$ cat src/spm_pkg.sv
// Contract
// - While the port is enabled the four serial pins (select, clock, master-out, master-in) belong to the port.
// - As master a transfer starts when software reads status with the transmit-empty flag set and then writes the data buffer.
// - At the end of each transfer the received shift-register byte moves into the receive buffer.
// - The data registers return the receive buffer on reads and load the transmit buffer on writes.
// - Polarity and phase bits pick one of four clock formats; polarity just inverts the serial clock.
// - Phase clear samples on odd serial clock edges, phase set on even edges, and both ends must agree.
// - The port is master while the master-select bit is set and slave while it is clear.
// - Only the master starts a transmission; a slave waits for the external master to clock data.
// - A written byte goes straight into an empty shift register and shifts out on master-out; as slave the code shifts it out on master-in.
// - The master serial clock comes from a baud generator set by three rate and three prescale bits.
// - As master the port drives the serial clock pin and the slave shifts on that clock.
// - As master the roles of master-out and master-in follow the single-pin mode and bidirectional output bits.
// - With mode-fault and select-output enable both set, select is driven low during each transfer and high when idle.
// - With mode-fault enable set and select-output enable clear, select is an input and a low level in master role is a mode fault.
package spm_pkg;
  localparam logic [3:0] ADDR_CTRL   = 4'h0;
  localparam logic [3:0] ADDR_BAUD   = 4'h4;
  localparam logic [3:0] ADDR_STATUS = 4'h8;
  localparam logic [3:0] ADDR_DATA   = 4'hC;
  localparam logic [3:0] ADDR_IMASK  = 4'h0; // Unused; the interrupt mask is bits 5:3 of the status register
  localparam int         CTL_EN     = 6;
  localparam int         CTL_MASTER  = 4;
  localparam int         CTL_POL     = 3;
  localparam int         CTL_PHA     = 2;
  localparam int         CTL_SELOUT  = 1;
  localparam int         CTL_FAULTEN = 0;
  localparam int         CTL_ONEPIN  = 7;
  localparam int         CTL_BIDIR  = 8;
  localparam int         ST_RXF     = 0;
  localparam int         ST_TXE     = 1;
  localparam int         ST_MODF    = 2;
  localparam logic [7:0] RST_CTRL   = 8'h00;
  localparam logic [3:0] BIT_LAST   = 4'hF;

  typedef struct packed {
    logic       bidir_output_enable;
    logic       single_pin_mode;
    logic       port_enable;
    logic       master_select;
    logic       clock_polarity_sel;
    logic       clock_phase_sel;
    logic       select_output_enable;
    logic       mode_fault_enable;
  } spm_ctrl_type;

  typedef struct packed {
    logic sck_o;
    logic sck_oe;
    logic mosi_o;
    logic mosi_oe;
    logic miso_o;
    logic miso_oe;
    logic ss_o;
    logic ss_oe;
  } spm_pins_type;
endpackage

$ cat src/spm_baud.sv
`timescale 1ns/1ps
// Half-period tick: divisor = (prescale+1) * 2^(rate+1) / 2 clocks
module spm_baud (
  // Clock and reset
  input  wire logic       clk,
  input  wire logic       sys_rst,
  // Control
  input  wire logic       run,
  input  wire logic [2:0] prescale_sel,
  input  wire logic [2:0] rate_sel,
  // Tick
  output logic            tick
);
  logic [11:0] cnt;
  logic [11:0] next_cnt;
  logic        next_tick;
  logic [11:0] limit;

  always_comb begin
    limit     = 12'(({9'h000, prescale_sel} + 12'h001) << rate_sel) - 12'h001;
    next_cnt  = 12'h000;
    next_tick = 1'b0;
    if (run) begin
      if (cnt >= limit) begin
        next_tick = 1'b1;
      end else begin
        next_cnt = cnt + 12'h001;
      end
    end
  end

  always_ff @(posedge clk or posedge sys_rst) begin
    if (sys_rst) begin
      cnt  <= 12'h000;
      tick <= 1'b0;
    end else begin
      cnt  <= next_cnt;
      tick <= next_tick;
    end
  end
endmodule

$ cat src/spm_port.sv
// Implementation choices: the placing of the registers and the Wishbone slave port.
`timescale 1ns/1ps
module spm_port (
  // Clock and reset
  input  wire logic        clk,
  input  wire logic        sys_rst,
  // Wishbone slave
  input  wire logic        wb_cyc_i,
  input  wire logic        wb_stb_i,
  input  wire logic        wb_we_i,
  input  wire logic [3:0]  wb_adr_i,
  input  wire logic [31:0] wb_dat_i,
  input  wire logic [3:0]  wb_sel_i,
  output logic      [31:0] wb_dat_o,
  output logic             wb_ack_o,
  // Interrupt
  output logic             irq,
  // Serial pins
  input  wire logic        sck_i,
  input  wire logic        mosi_i,
  input  wire logic        miso_i,
  input  wire logic        ss_i,
  output spm_pkg::spm_pins_type pins
);
  typedef enum logic [1:0] {
    SPM_IDLE = 2'b00,
    SPM_LEAD = 2'b01,
    SPM_SHIFT = 2'b10
  } spm_state_type;

  spm_pkg::spm_ctrl_type ctrl, next_ctrl;
  logic [5:0]  baud, next_baud;
  logic [2:0]  stat, next_stat;
  logic [2:0]  imask, next_imask;
  logic [7:0]  txbuf, next_txbuf;
  logic [7:0]  rxbuf, next_rxbuf;
  logic [7:0]  shreg, next_shreg;
  logic        txpend, next_txpend;
  logic        armed, next_armed;
  logic [3:0]  edges, next_edges;
  logic        sck_int, next_sck_int;
  logic        sample, next_sample;
  spm_state_type state, next_state;
  logic [31:0] next_dat;
  logic        next_ack;
  logic        next_irq;
  spm_pkg::spm_pins_type next_pins;
  logic        tick;
  logic        sck_prev;
  logic        bus_req, wr, rd;
  logic        s_edge, s_active, in_bit, sample_edge;

  spm_baud u_baud (
    .clk          (clk),
    .sys_rst      (sys_rst),
    .run          (state != SPM_IDLE),
    .prescale_sel (baud[5:3]),
    .rate_sel     (baud[2:0]),
    .tick         (tick)
  );

  assign bus_req = wb_cyc_i & wb_stb_i & ~wb_ack_o;
  assign wr      = bus_req & wb_we_i & wb_sel_i[0];
  assign rd      = bus_req & ~wb_we_i;
  // Slave edges: select low and serial clock changed
  assign s_active = ctrl.port_enable & ~ctrl.master_select & ~ss_i;
  assign s_edge   = s_active & (sck_i ^ sck_prev);
  // Data in: in master role single-pin mode shares master-out as the bidirectional line; a slave always takes master-out
  assign in_bit = ctrl.master_select ?
                  (ctrl.single_pin_mode ? mosi_i : miso_i) : mosi_i;

  always_comb begin
    next_ctrl  = ctrl;
    next_baud  = baud;
    next_imask = imask;
    next_txbuf = txbuf;
    next_rxbuf = rxbuf;
    next_shreg = shreg;
    next_txpend = txpend;
    next_armed = armed;
    next_edges = edges;
    next_sck_int = sck_int;
    next_sample = sample;
    next_state = state;
    next_stat  = stat;
    next_dat   = 32'h0000_0000;
    next_ack   = bus_req;
    sample_edge = 1'b0;
    // Status read arms the write that follows
    if (rd && wb_adr_i == spm_pkg::ADDR_STATUS && !txpend) begin
      next_armed = 1'b1;
    end
    if (rd) begin
      case (wb_adr_i)
        spm_pkg::ADDR_CTRL:   next_dat = {23'h0, ctrl.bidir_output_enable, ctrl.single_pin_mode,
                                          ctrl.port_enable, 1'b0, ctrl.master_select,
                                          ctrl.clock_polarity_sel, ctrl.clock_phase_sel,
                                          ctrl.select_output_enable, ctrl.mode_fault_enable};
        spm_pkg::ADDR_BAUD:   next_dat = {26'h0, baud};
        spm_pkg::ADDR_STATUS: next_dat = {26'h0, imask, stat[2], ~txpend, stat[0]};
        spm_pkg::ADDR_DATA:   next_dat = {24'h0, rxbuf};
        default:              next_dat = 32'h0000_0000;
      endcase
      if (wb_adr_i == spm_pkg::ADDR_DATA) begin
        next_stat[spm_pkg::ST_RXF] = 1'b0;
      end
    end
    if (wr) begin
      case (wb_adr_i)
        spm_pkg::ADDR_CTRL: begin
          next_ctrl.mode_fault_enable    = wb_dat_i[spm_pkg::CTL_FAULTEN];
          next_ctrl.select_output_enable = wb_dat_i[spm_pkg::CTL_SELOUT];
          next_ctrl.clock_phase_sel      = wb_dat_i[spm_pkg::CTL_PHA];
          next_ctrl.clock_polarity_sel   = wb_dat_i[spm_pkg::CTL_POL];
          next_ctrl.master_select        = wb_dat_i[spm_pkg::CTL_MASTER];
          next_ctrl.port_enable          = wb_dat_i[spm_pkg::CTL_EN];
          next_ctrl.single_pin_mode      = wb_dat_i[spm_pkg::CTL_ONEPIN];
          next_ctrl.bidir_output_enable  = wb_dat_i[spm_pkg::CTL_BIDIR];
        end
        spm_pkg::ADDR_BAUD:   next_baud = wb_dat_i[5:0];
        spm_pkg::ADDR_STATUS: begin
          next_stat[spm_pkg::ST_MODF] = stat[spm_pkg::ST_MODF] & ~wb_dat_i[spm_pkg::ST_MODF];
          next_imask = wb_dat_i[5:3];
        end
        spm_pkg::ADDR_DATA: begin
          if (armed || !ctrl.master_select) begin
            next_txbuf  = wb_dat_i[7:0];
            next_txpend = 1'b1;
          end
          next_armed = 1'b0;
        end
        default: ;
      endcase
    end
    case (state)
      SPM_IDLE: begin
        next_sck_int = 1'b0;
        next_edges   = 4'h0;
        if (txpend && ctrl.port_enable) begin
          next_shreg  = txbuf;
          next_txpend = 1'b0;
          if (ctrl.master_select) begin
            next_state = SPM_LEAD;
          end else begin
            next_state = SPM_SHIFT;
          end
        end else if (s_active) begin
          next_state = SPM_SHIFT;
        end
      end
      SPM_LEAD: begin
        if (tick) begin
          next_state = SPM_SHIFT;
        end
      end
      SPM_SHIFT: begin
        if (ctrl.master_select ? tick : s_edge) begin
          next_sck_int = ~sck_int;
          next_edges   = edges + 4'h1;
          // Odd edges sample when phase clear, even edges when set
          sample_edge  = edges[0] == ctrl.clock_phase_sel;
          if (sample_edge) begin
            next_sample = in_bit;
          // Phase set: the first edge only launches the bit already on the line
          end else if (edges != 4'h0) begin
            next_shreg = {shreg[6:0], sample};
          end
          if (edges == spm_pkg::BIT_LAST) begin
            next_rxbuf = {shreg[6:0], ctrl.clock_phase_sel ? in_bit : sample};
            next_stat[spm_pkg::ST_RXF] = 1'b1;
            next_state = SPM_IDLE;
          end
        end
        if (!ctrl.port_enable || (!ctrl.master_select && ss_i)) begin
          next_state = SPM_IDLE;
        end
      end
      default: next_state = SPM_IDLE;
    endcase
    // Fault detection wins over a clear in the same cycle
    if (ctrl.port_enable && ctrl.master_select && ctrl.mode_fault_enable &&
        !ctrl.select_output_enable && !ss_i) begin
      next_stat[spm_pkg::ST_MODF] = 1'b1;
      next_ctrl.master_select     = 1'b0;
      next_state                  = SPM_IDLE;
    end
    next_irq = |(next_stat & imask);
    // Pin drive
    next_pins = '0;
    next_pins.ss_o = 1'b1;
    if (ctrl.port_enable) begin
      if (ctrl.master_select) begin
        next_pins.sck_o  = next_sck_int ^ ctrl.clock_polarity_sel;
        next_pins.sck_oe = 1'b1;
        next_pins.mosi_o = next_shreg[7];
        next_pins.mosi_oe = ~ctrl.single_pin_mode | ctrl.bidir_output_enable;
        next_pins.ss_oe  = ctrl.mode_fault_enable & ctrl.select_output_enable;
        // One clock late on purpose: select never moves with a clock edge
        next_pins.ss_o   = state == SPM_IDLE;
      end else begin
        next_pins.miso_o  = next_shreg[7];
        next_pins.miso_oe = ~ss_i;
      end
    end
  end

  always_ff @(posedge clk or posedge sys_rst) begin
    if (sys_rst) begin
      ctrl     <= spm_pkg::spm_ctrl_type'(spm_pkg::RST_CTRL);
      baud     <= 6'h00;
      stat     <= 3'h0;
      imask    <= 3'h0;
      txbuf    <= 8'h00;
      rxbuf    <= 8'h00;
      shreg    <= 8'h00;
      txpend   <= 1'b0;
      armed    <= 1'b0;
      edges    <= 4'h0;
      sck_int  <= 1'b0;
      sample   <= 1'b0;
      state    <= SPM_IDLE;
      wb_dat_o <= 32'h0000_0000;
      wb_ack_o <= 1'b0;
      irq      <= 1'b0;
      pins     <= '{ss_o: 1'b1, default: 1'b0};
      sck_prev <= 1'b0;
    end else begin
      ctrl     <= next_ctrl;
      baud     <= next_baud;
      stat     <= next_stat;
      imask    <= next_imask;
      txbuf    <= next_txbuf;
      rxbuf    <= next_rxbuf;
      shreg    <= next_shreg;
      txpend   <= next_txpend;
      armed    <= next_armed;
      edges    <= next_edges;
      sck_int  <= next_sck_int;
      sample   <= next_sample;
      state    <= next_state;
      wb_dat_o <= next_dat;
      wb_ack_o <= next_ack;
      irq      <= next_irq;
      pins     <= next_pins;
      sck_prev <= sck_i;
    end
  end

  property p_fault_flag;
    @(posedge clk) disable iff (sys_rst)
    (ctrl.port_enable && ctrl.master_select && ctrl.mode_fault_enable &&
     !ctrl.select_output_enable && !ss_i) |=> stat[spm_pkg::ST_MODF];
  endproperty
  a_fault_flag: assert property (p_fault_flag) else $error("mode fault not flagged");

  property p_ss_idle;
    @(posedge clk) disable iff (sys_rst)
    (state == SPM_IDLE && ctrl.master_select && ctrl.port_enable) |=> pins.ss_o;
  endproperty
  a_ss_idle: assert property (p_ss_idle) else $error("select low while idle");

  property p_rx_done;
    @(posedge clk) disable iff (sys_rst)
    (state == SPM_SHIFT && next_state == SPM_IDLE && edges == spm_pkg::BIT_LAST)
      |=> stat[spm_pkg::ST_RXF];
  endproperty
  a_rx_done: assert property (p_rx_done) else $error("receive flag not set");

  property p_slave_no_clk;
    @(posedge clk) disable iff (sys_rst) !ctrl.master_select |=> !pins.sck_oe;
  endproperty
  a_slave_no_clk: assert property (p_slave_no_clk) else $error("slave drove clock");

  property p_master_clk;
    @(posedge clk) disable iff (sys_rst)
    (ctrl.master_select && ctrl.port_enable) |=> pins.sck_oe;
  endproperty
  a_master_clk: assert property (p_master_clk) else $error("master clock not driven");

  property p_idle_pol;
    @(posedge clk) disable iff (sys_rst)
    (state == SPM_IDLE && ctrl.master_select && ctrl.port_enable && $stable(ctrl))
      |=> pins.sck_o == $past(ctrl.clock_polarity_sel);
  endproperty
  a_idle_pol: assert property (p_idle_pol) else $error("idle clock level wrong");

  property p_disabled;
    @(posedge clk) disable iff (sys_rst)
    !ctrl.port_enable |=> !pins.sck_oe && !pins.mosi_oe && !pins.miso_oe;
  endproperty
  a_disabled: assert property (p_disabled) else $error("pins driven while off");

  property p_start;
    @(posedge clk) disable iff (sys_rst)
    (state == SPM_IDLE && txpend && ctrl.port_enable && ctrl.master_select && ss_i)
      |=> state == SPM_LEAD;
  endproperty
  a_start: assert property (p_start) else $error("master did not start");

  c_master: cover property (@(posedge clk) state == SPM_SHIFT && ctrl.master_select);
  c_slave: cover property (@(posedge clk) state == SPM_SHIFT && !ctrl.master_select);
  c_fault: cover property (@(posedge clk) stat[spm_pkg::ST_MODF]);
  c_phase: cover property (@(posedge clk) state == SPM_SHIFT && ctrl.clock_phase_sel);
endmodule

$ cat config.mk
export PLATFORM = sky130hd
export DESIGN_NAME = spm_port
export DESIGN_NICKNAME = d
export VERILOG_FILES = /design/src/spm_pkg.sv /design/src/spm_baud.sv /design/src/spm_port.sv
export SDC_FILE = /design/constraint.sdc
export NUM_CORES = 1
export LEC_CHECK = 0
export ABC_AREA = 1
export BUFFER_PORTS_ARGS = -buffer_cell sky130_fd_sc_hd__clkbuf_2
export CORE_UTILIZATION = 50
export CTS_CLUSTER_DIAMETER = 80
export DETAILED_ROUTE_END_ITERATION = 10
export GPL_TIMING_DRIVEN = 0
export PLACE_DENSITY = 0.78
export SKIP_LAST_GASP = 1
export SLEW_MARGIN = 20
export SYNTH_ARGS = -nofsm -noshare
export SYNTH_HDL_FRONTEND = slang
export SYNTH_SLANG_ARGS = --single-unit
$ cat constraint.sdc
create_clock -name clk -period 2.9 [get_ports clk]
set_input_delay 0.435 -clock clk [delete_from_list [all_inputs] [get_ports clk]]
set_output_delay 0.435 -clock clk [all_outputs]
set_load 0.01 [all_outputs]
Word level (Yosys, flattened, before mapping)
Index checks and enable logic that the tools add are counted.

Input bits: 49. Register bits: 109. Output and inout port bits: 42.

Shift operators: 1. Order comparisons: 1. Bitwise logic cells: 22. Reductions and logical operators: 33. Equal/unequal tests: 15. Multiplexer cells: 51. Add/subtract/negate cells: 4.

Operators with widths (count): $mux W8 (5); $pmux W9 S4 (1); $mux W1 (24); $mux W12 (2); $mux W2 (10); $pmux W8 S2 (1); $add A12 B1 Y12 const B (1); $eq A4 B4 Y1 const B (3); $ge A12 B12 Y1 (1); $ne A4 B4 Y1 const B (3); $shl A12 B3 Y12 (1); $sub A12 B1 Y12 const B (1); $and A1 B1 Y1 (10); $mux W5 (2); $reduce_and A2 Y1 (5); $mux W9 (1); $reduce_and A3 Y1 (3); $logic_and A1 B1 Y1 (8); $mux W4 (2); $ne A2 B2 Y1 const B (4); $not A1 Y1 (8); $pmux W4 S2 (1); $reduce_bool A2 Y1 (4); $pmux W2 S3 (1); other kinds (19) (25).

Longest topological paths before layout
Depth in word-level cells: 10. Depth in mapped cells: 21. Depth with buffers taken out: 21.

Modules after synthesis
Synthesis repeated with hierarchy kept, for this count alone.

Cells, all modules: 596. Area total of the unflattened synthesis: 4859.7 sq um.

Modules (own cells, without submodules): spm_port (sequential area each 1828.0 sq um, cells each 389, area each 3387.0 sq um, times used 1); spm_baud (sequential area each 325.3 sq um, cells each 207, area each 1472.7 sq um, times used 1).

Least setup slack after synthesis
Ideal clock, no wire load.

Path kind: reg-to-reg. Start point: reg baud[3]. End point: reg u_baud.cnt[10]. Slack: 0.063 ns. Library setup time: 0.131 ns. Period minus slack after synthesis: 2.837 ns. Stages on the path, launching flop included: 18. Data required time: 2.769 ns. Path buffers: 1. Arrival: 2.706 ns. Cell sequence: dfrtp_1 -> ha_1 -> o21ai_0 -> nor2_1 -> nand2_1 -> ha_1 -> nand3_2 -> nor2_1 -> nand3_1 -> nand2_1 -> inv_1 -> ha_1 -> nand4_1 -> a21oi_1 -> nor2_1 -> nand3_1 -> clkbuf_1 -> nor2_1.

Cells in the longest elaborated chain, start to end: 6.

Ends and longest elaborated chain: from (decl) (line spm_port.sv:32) `logic [5:0] baud, next_baud;`; from (signal assigned) (line spm_port.sv:229) `baud <= next_baud;`; $add A3 B1 Y4 (line spm_baud.sv:20) `limit = 12'(({9'h000, prescale_sel} + 12'h001) << rate_sel) - 12'h001;`; $shl A12 B3 Y12 (line spm_baud.sv:20); $sub A12 B1 Y12 (line spm_baud.sv:20); $ge A12 B12 Y1 (line spm_baud.sv:24) `if (cnt >= limit) begin`; $mux W12 (line spm_baud.sv:24); $mux W12 (line spm_baud.sv:23) `if (run) begin`; named net u_baud.next_cnt[10] (line spm_baud.sv:15) `logic [11:0] next_cnt;`; to (signal assigned) (line spm_baud.sv:37) `cnt <= next_cnt;`; to (decl) (line spm_baud.sv:14) `logic [11:0] cnt;`.

The timed path passes the listed nets, and every way through them passes these cells. A chain may end at the register's enable or synchronous reset.

Worst setup path in the final report
Start point: reg baud[4]. End point: reg u_baud.cnt[8].

Same word-level chain as after synthesis.

==> flow_summary.ini <==
[synth]
synth-async-reset-ratio = 1.00
synthSimpleGateAreaFrac = 0.220
ys_types = 44
synth.avg_cell_area_um2 = 8.34
yosys_warnings = 0
synth_xor_xnor_area_share = 0.0301
synth-compound-area-share = 0.126
ys_seq_area_frac = 0.463
synth_top_family_by_area = simple AND/OR/NAND/NOR gates
ys_ff_latch = 86
synthMuxAreaShare = 0.00215
synth-adder-area-share = 0.0457
synth_cells = 558
synth-main-ff-cell = dfrtp_1
synth-edff-count = 0
synth.cell_area_um2 = 4650

[sta]
period_needed_ns = 2.83
setup_ws_ns = 0.0688
rsz0062_at_grt = yes
fin_skew_ns = 0.00986
fmax_ghz = 0.353
slew_viol_final = 0
hold_viol = 0
setup_tns_ns = 0
setup_viol = 0
period_share = 0.976

[pwr]
peakVddDrop_v = 0.000302
p_total_mw = 3.21
power_density_nw_per_um2 = 576
leakagePower_nw = 2.83

[global_route]
grt_max_degree = 59
grt_pass1_vias = 3914
grt_usage = 0.242
antenna_found_initial = 0
grt_remaining_overflow = 0
grt_pass1_wl_um = 18300

[finish]
fin_nets = 705
nFillCells = 758
num_antenna_cells = 0
layout-drive-gt1-share = 0.234
syn_to_final_growth_pct = 19.9
fin_cells = 752
fin_area_um2 = 5580
register_area_um2 = 2150
multiInputGateArea_um2 = 2240

[min_path]
hold_class = primary input to asynchronous set/reset pin

[floorplanning]
die_w_um = 98.5
start_util = 0.526
core_region_area_um2 = 8850
dieArea_um2 = 9700
rows = 34
die_h_um = 98.5
io_pins = 91

[worst_setup_path]
worstPathRequired_ns = 3.20
crit_type = flop to flop
crit_slowest_cell = dfrtp_1
cp_cell_sequence = ha_4 > or2_0 > nand3_1 > nand3_1 > nand2_2 > nand2_2 > nor2_4 > nand2_1 > nand2_1 > nand2_1 > ha_4 > a21oi_1 > a21oi_2 > nor2_2 > nand3_4 > clkbuf_16 > nor2_1
crit_path_max_fanout = 6
cp_common_cell = nand2_1
end_kind = flop
worstPathArrival_ns = 3.13
max_stage_delay_ns = 0.42
cp-start-kind = flop

[route]
first_pass_iters = 8
num_vias = 4131
antenna_left = 0
wl_per_cell_um = 15.0
wl_um = 11300
vias_per_cell = 5.49
drt_iter0_drc = 275
drc = 7

[clock_tree]
path_clk_slew_ns = 0.10
clk_latency_ns = 0.37
cts_max_path_buffers = 2
cts_tree = done
htreeDepth = 3
cts.sinks = 86
cts-root-buf = clkbuf_8
cts_buffers = 9

[placed_design]
placedCellCount = 730
place_congestion = 0.910
pre_cts_ws_ns = -0.457
place_hpwl_um = 8070
placed_cell_area_um2 = 5110
io_buffers = 41

[flow_run]
drv_cap = 0

[status]
outcome = finished, violations left
violations = DRC
==> logic make-up after synthesis <==
logic type / after synthesis
muxes: 1
other: 1
and+or+nand+nor: 236
AOI/OAI and AO/OA: 91
adders and majority gates: 17
DFF: 86
xor gates and xnor gates: 16
buffers and inverters: 110
==> worst paths after layout <==
check                                     endpoint  cells past startpoint  slack (ns)                    start
min in group clk                sck_prev$_DFF_PP0_                      1        0.20                    sck_i
max                        u_baud.cnt[8]$_DFF_PP0_                     17        0.07      baud[4]$_DFFE_PP0P_
min reg2reg                u_baud.cnt[0]$_DFF_PP0_                      1        0.47  u_baud.cnt[0]$_DFF_PP0_
max reg2reg                u_baud.cnt[8]$_DFF_PP0_                     17        0.07      baud[4]$_DFFE_PP0P_
max in group asynchronous      baud[3]$_DFFE_PP0P_                      3        2.25                  sys_rst
min                             sck_prev$_DFF_PP0_                      2        0.04                  sys_rst
==> stage by stage <==
step,util,hold WS [ns]
final,0.631,0.0392
after global routing,0.631,0.0692
after CTS,0.610,0.0482
after detailed placement,0.577,0.446
after global placement,0.574,0.446
after floorplan,-,0.431
==> routing by layer <==
metal  routed length (µm)  track usage  vias up
met4                  345        0.116        0
met2                 5450        0.397      207
li1                     -            -     1927
met1                 4670        0.321     1969
met5                    0            0        -
met3                  807       0.0305       28
==> synth_stat cells (3+ instances only) <==
master    instances  area, µm²
nand2_1         126        473
o22ai_1           6       37.5
clkbuf_1          4       15.0
ha_1             17        213
xor2_1           11       96.3
nor2_1           48        180
nand3_1          38        190
nand4_1           9       56.3
o21ai_0          41        205
inv_1            73        274
a21oi_1          12       60.1
dfrtp_1          85       2130
o21ai_2           8       70.1
buf_4            24        180
inv_2             3       11.3
a221oi_1          5       43.8
xnor2_1           5       43.8
o221ai_1          7       61.3
==> power by group <==
group	switching (mW)	internal (mW)
registers	0.0753	1.32
logic	0.551	0.355
clock network	0.491	0.419
total	1.12	2.10
==> placed cells by master (no fill, tap or decap), types with 2 or more instances in the layout <==
cell        instances
nand2_1           122
dfrtp_1            84
inv_1              72
clkbuf_2           41
o21ai_0            38
nor2_1             37
nand3_1            34
buf_4              28
conb_1             23
nor2_2             13
xor2_1             11
ha_1               11
a21oi_1            10
o21ai_2             9
nand4_1             9
clkbuf_8            9
o221ai_1            7
nand2_2             6
o22ai_1             6
ha_4                6
xnor2_1             5
a221oi_1            5
inv_2               3
buf_6               3
a21oi_2             3
clkbuf_1            3
nand3_2             3
nand3_4             3
o21ai_4             2
nand2_4             2
inv_4               2
o211ai_2            2
clkinvlp_4          2
o211ai_1            2
nor3_1              2
o31ai_1             2
inv_6               2
==> critical path, delay by kind of cell (launching register included) <==
family / cells / cell delay, ns
AND/OR/NAND/NOR: 12 / 1.34
adder cells (fa/ha/maj): 2 / 0.50
flip-flops: 1 / 0.42
AO/OA/AOI/OAI: 2 / 0.32
buffers and inverters: 1 / 0.19
==> layout make-up <==
type,instances,area share
clock inverter,7,0.0164
clock buffer,9,0.0222
tap,108,0.0242
inverter,79,0.0547
timing repair buffer,48,0.0536
sequential,86,0.386
multi-input combinational,384,0.401
buffer,31,0.0419
==> flip-flops by register name, summed over array words and instances (netlist names), 2 cells and up <==
signal,cells
shreg,8
pins,8
edges,4
rxbuf,8
imask,3
wb_dat_o,9
stat,2
u_baud.cnt,12
ctrl,8
baud,6
txbuf,8
state,2
==> what timing repair did <==
item                                    in CTS  in global routing
hold endpoints to repair                     0                  0
resized for setup                           12                 32
hold buffers                                 0                  0
cloned                                       0                  1
endpoints found under the setup margin      13                 13
setup buffers                                5                  0
pin swaps                                    4                 13
Power figures use the tool's default switching activity.
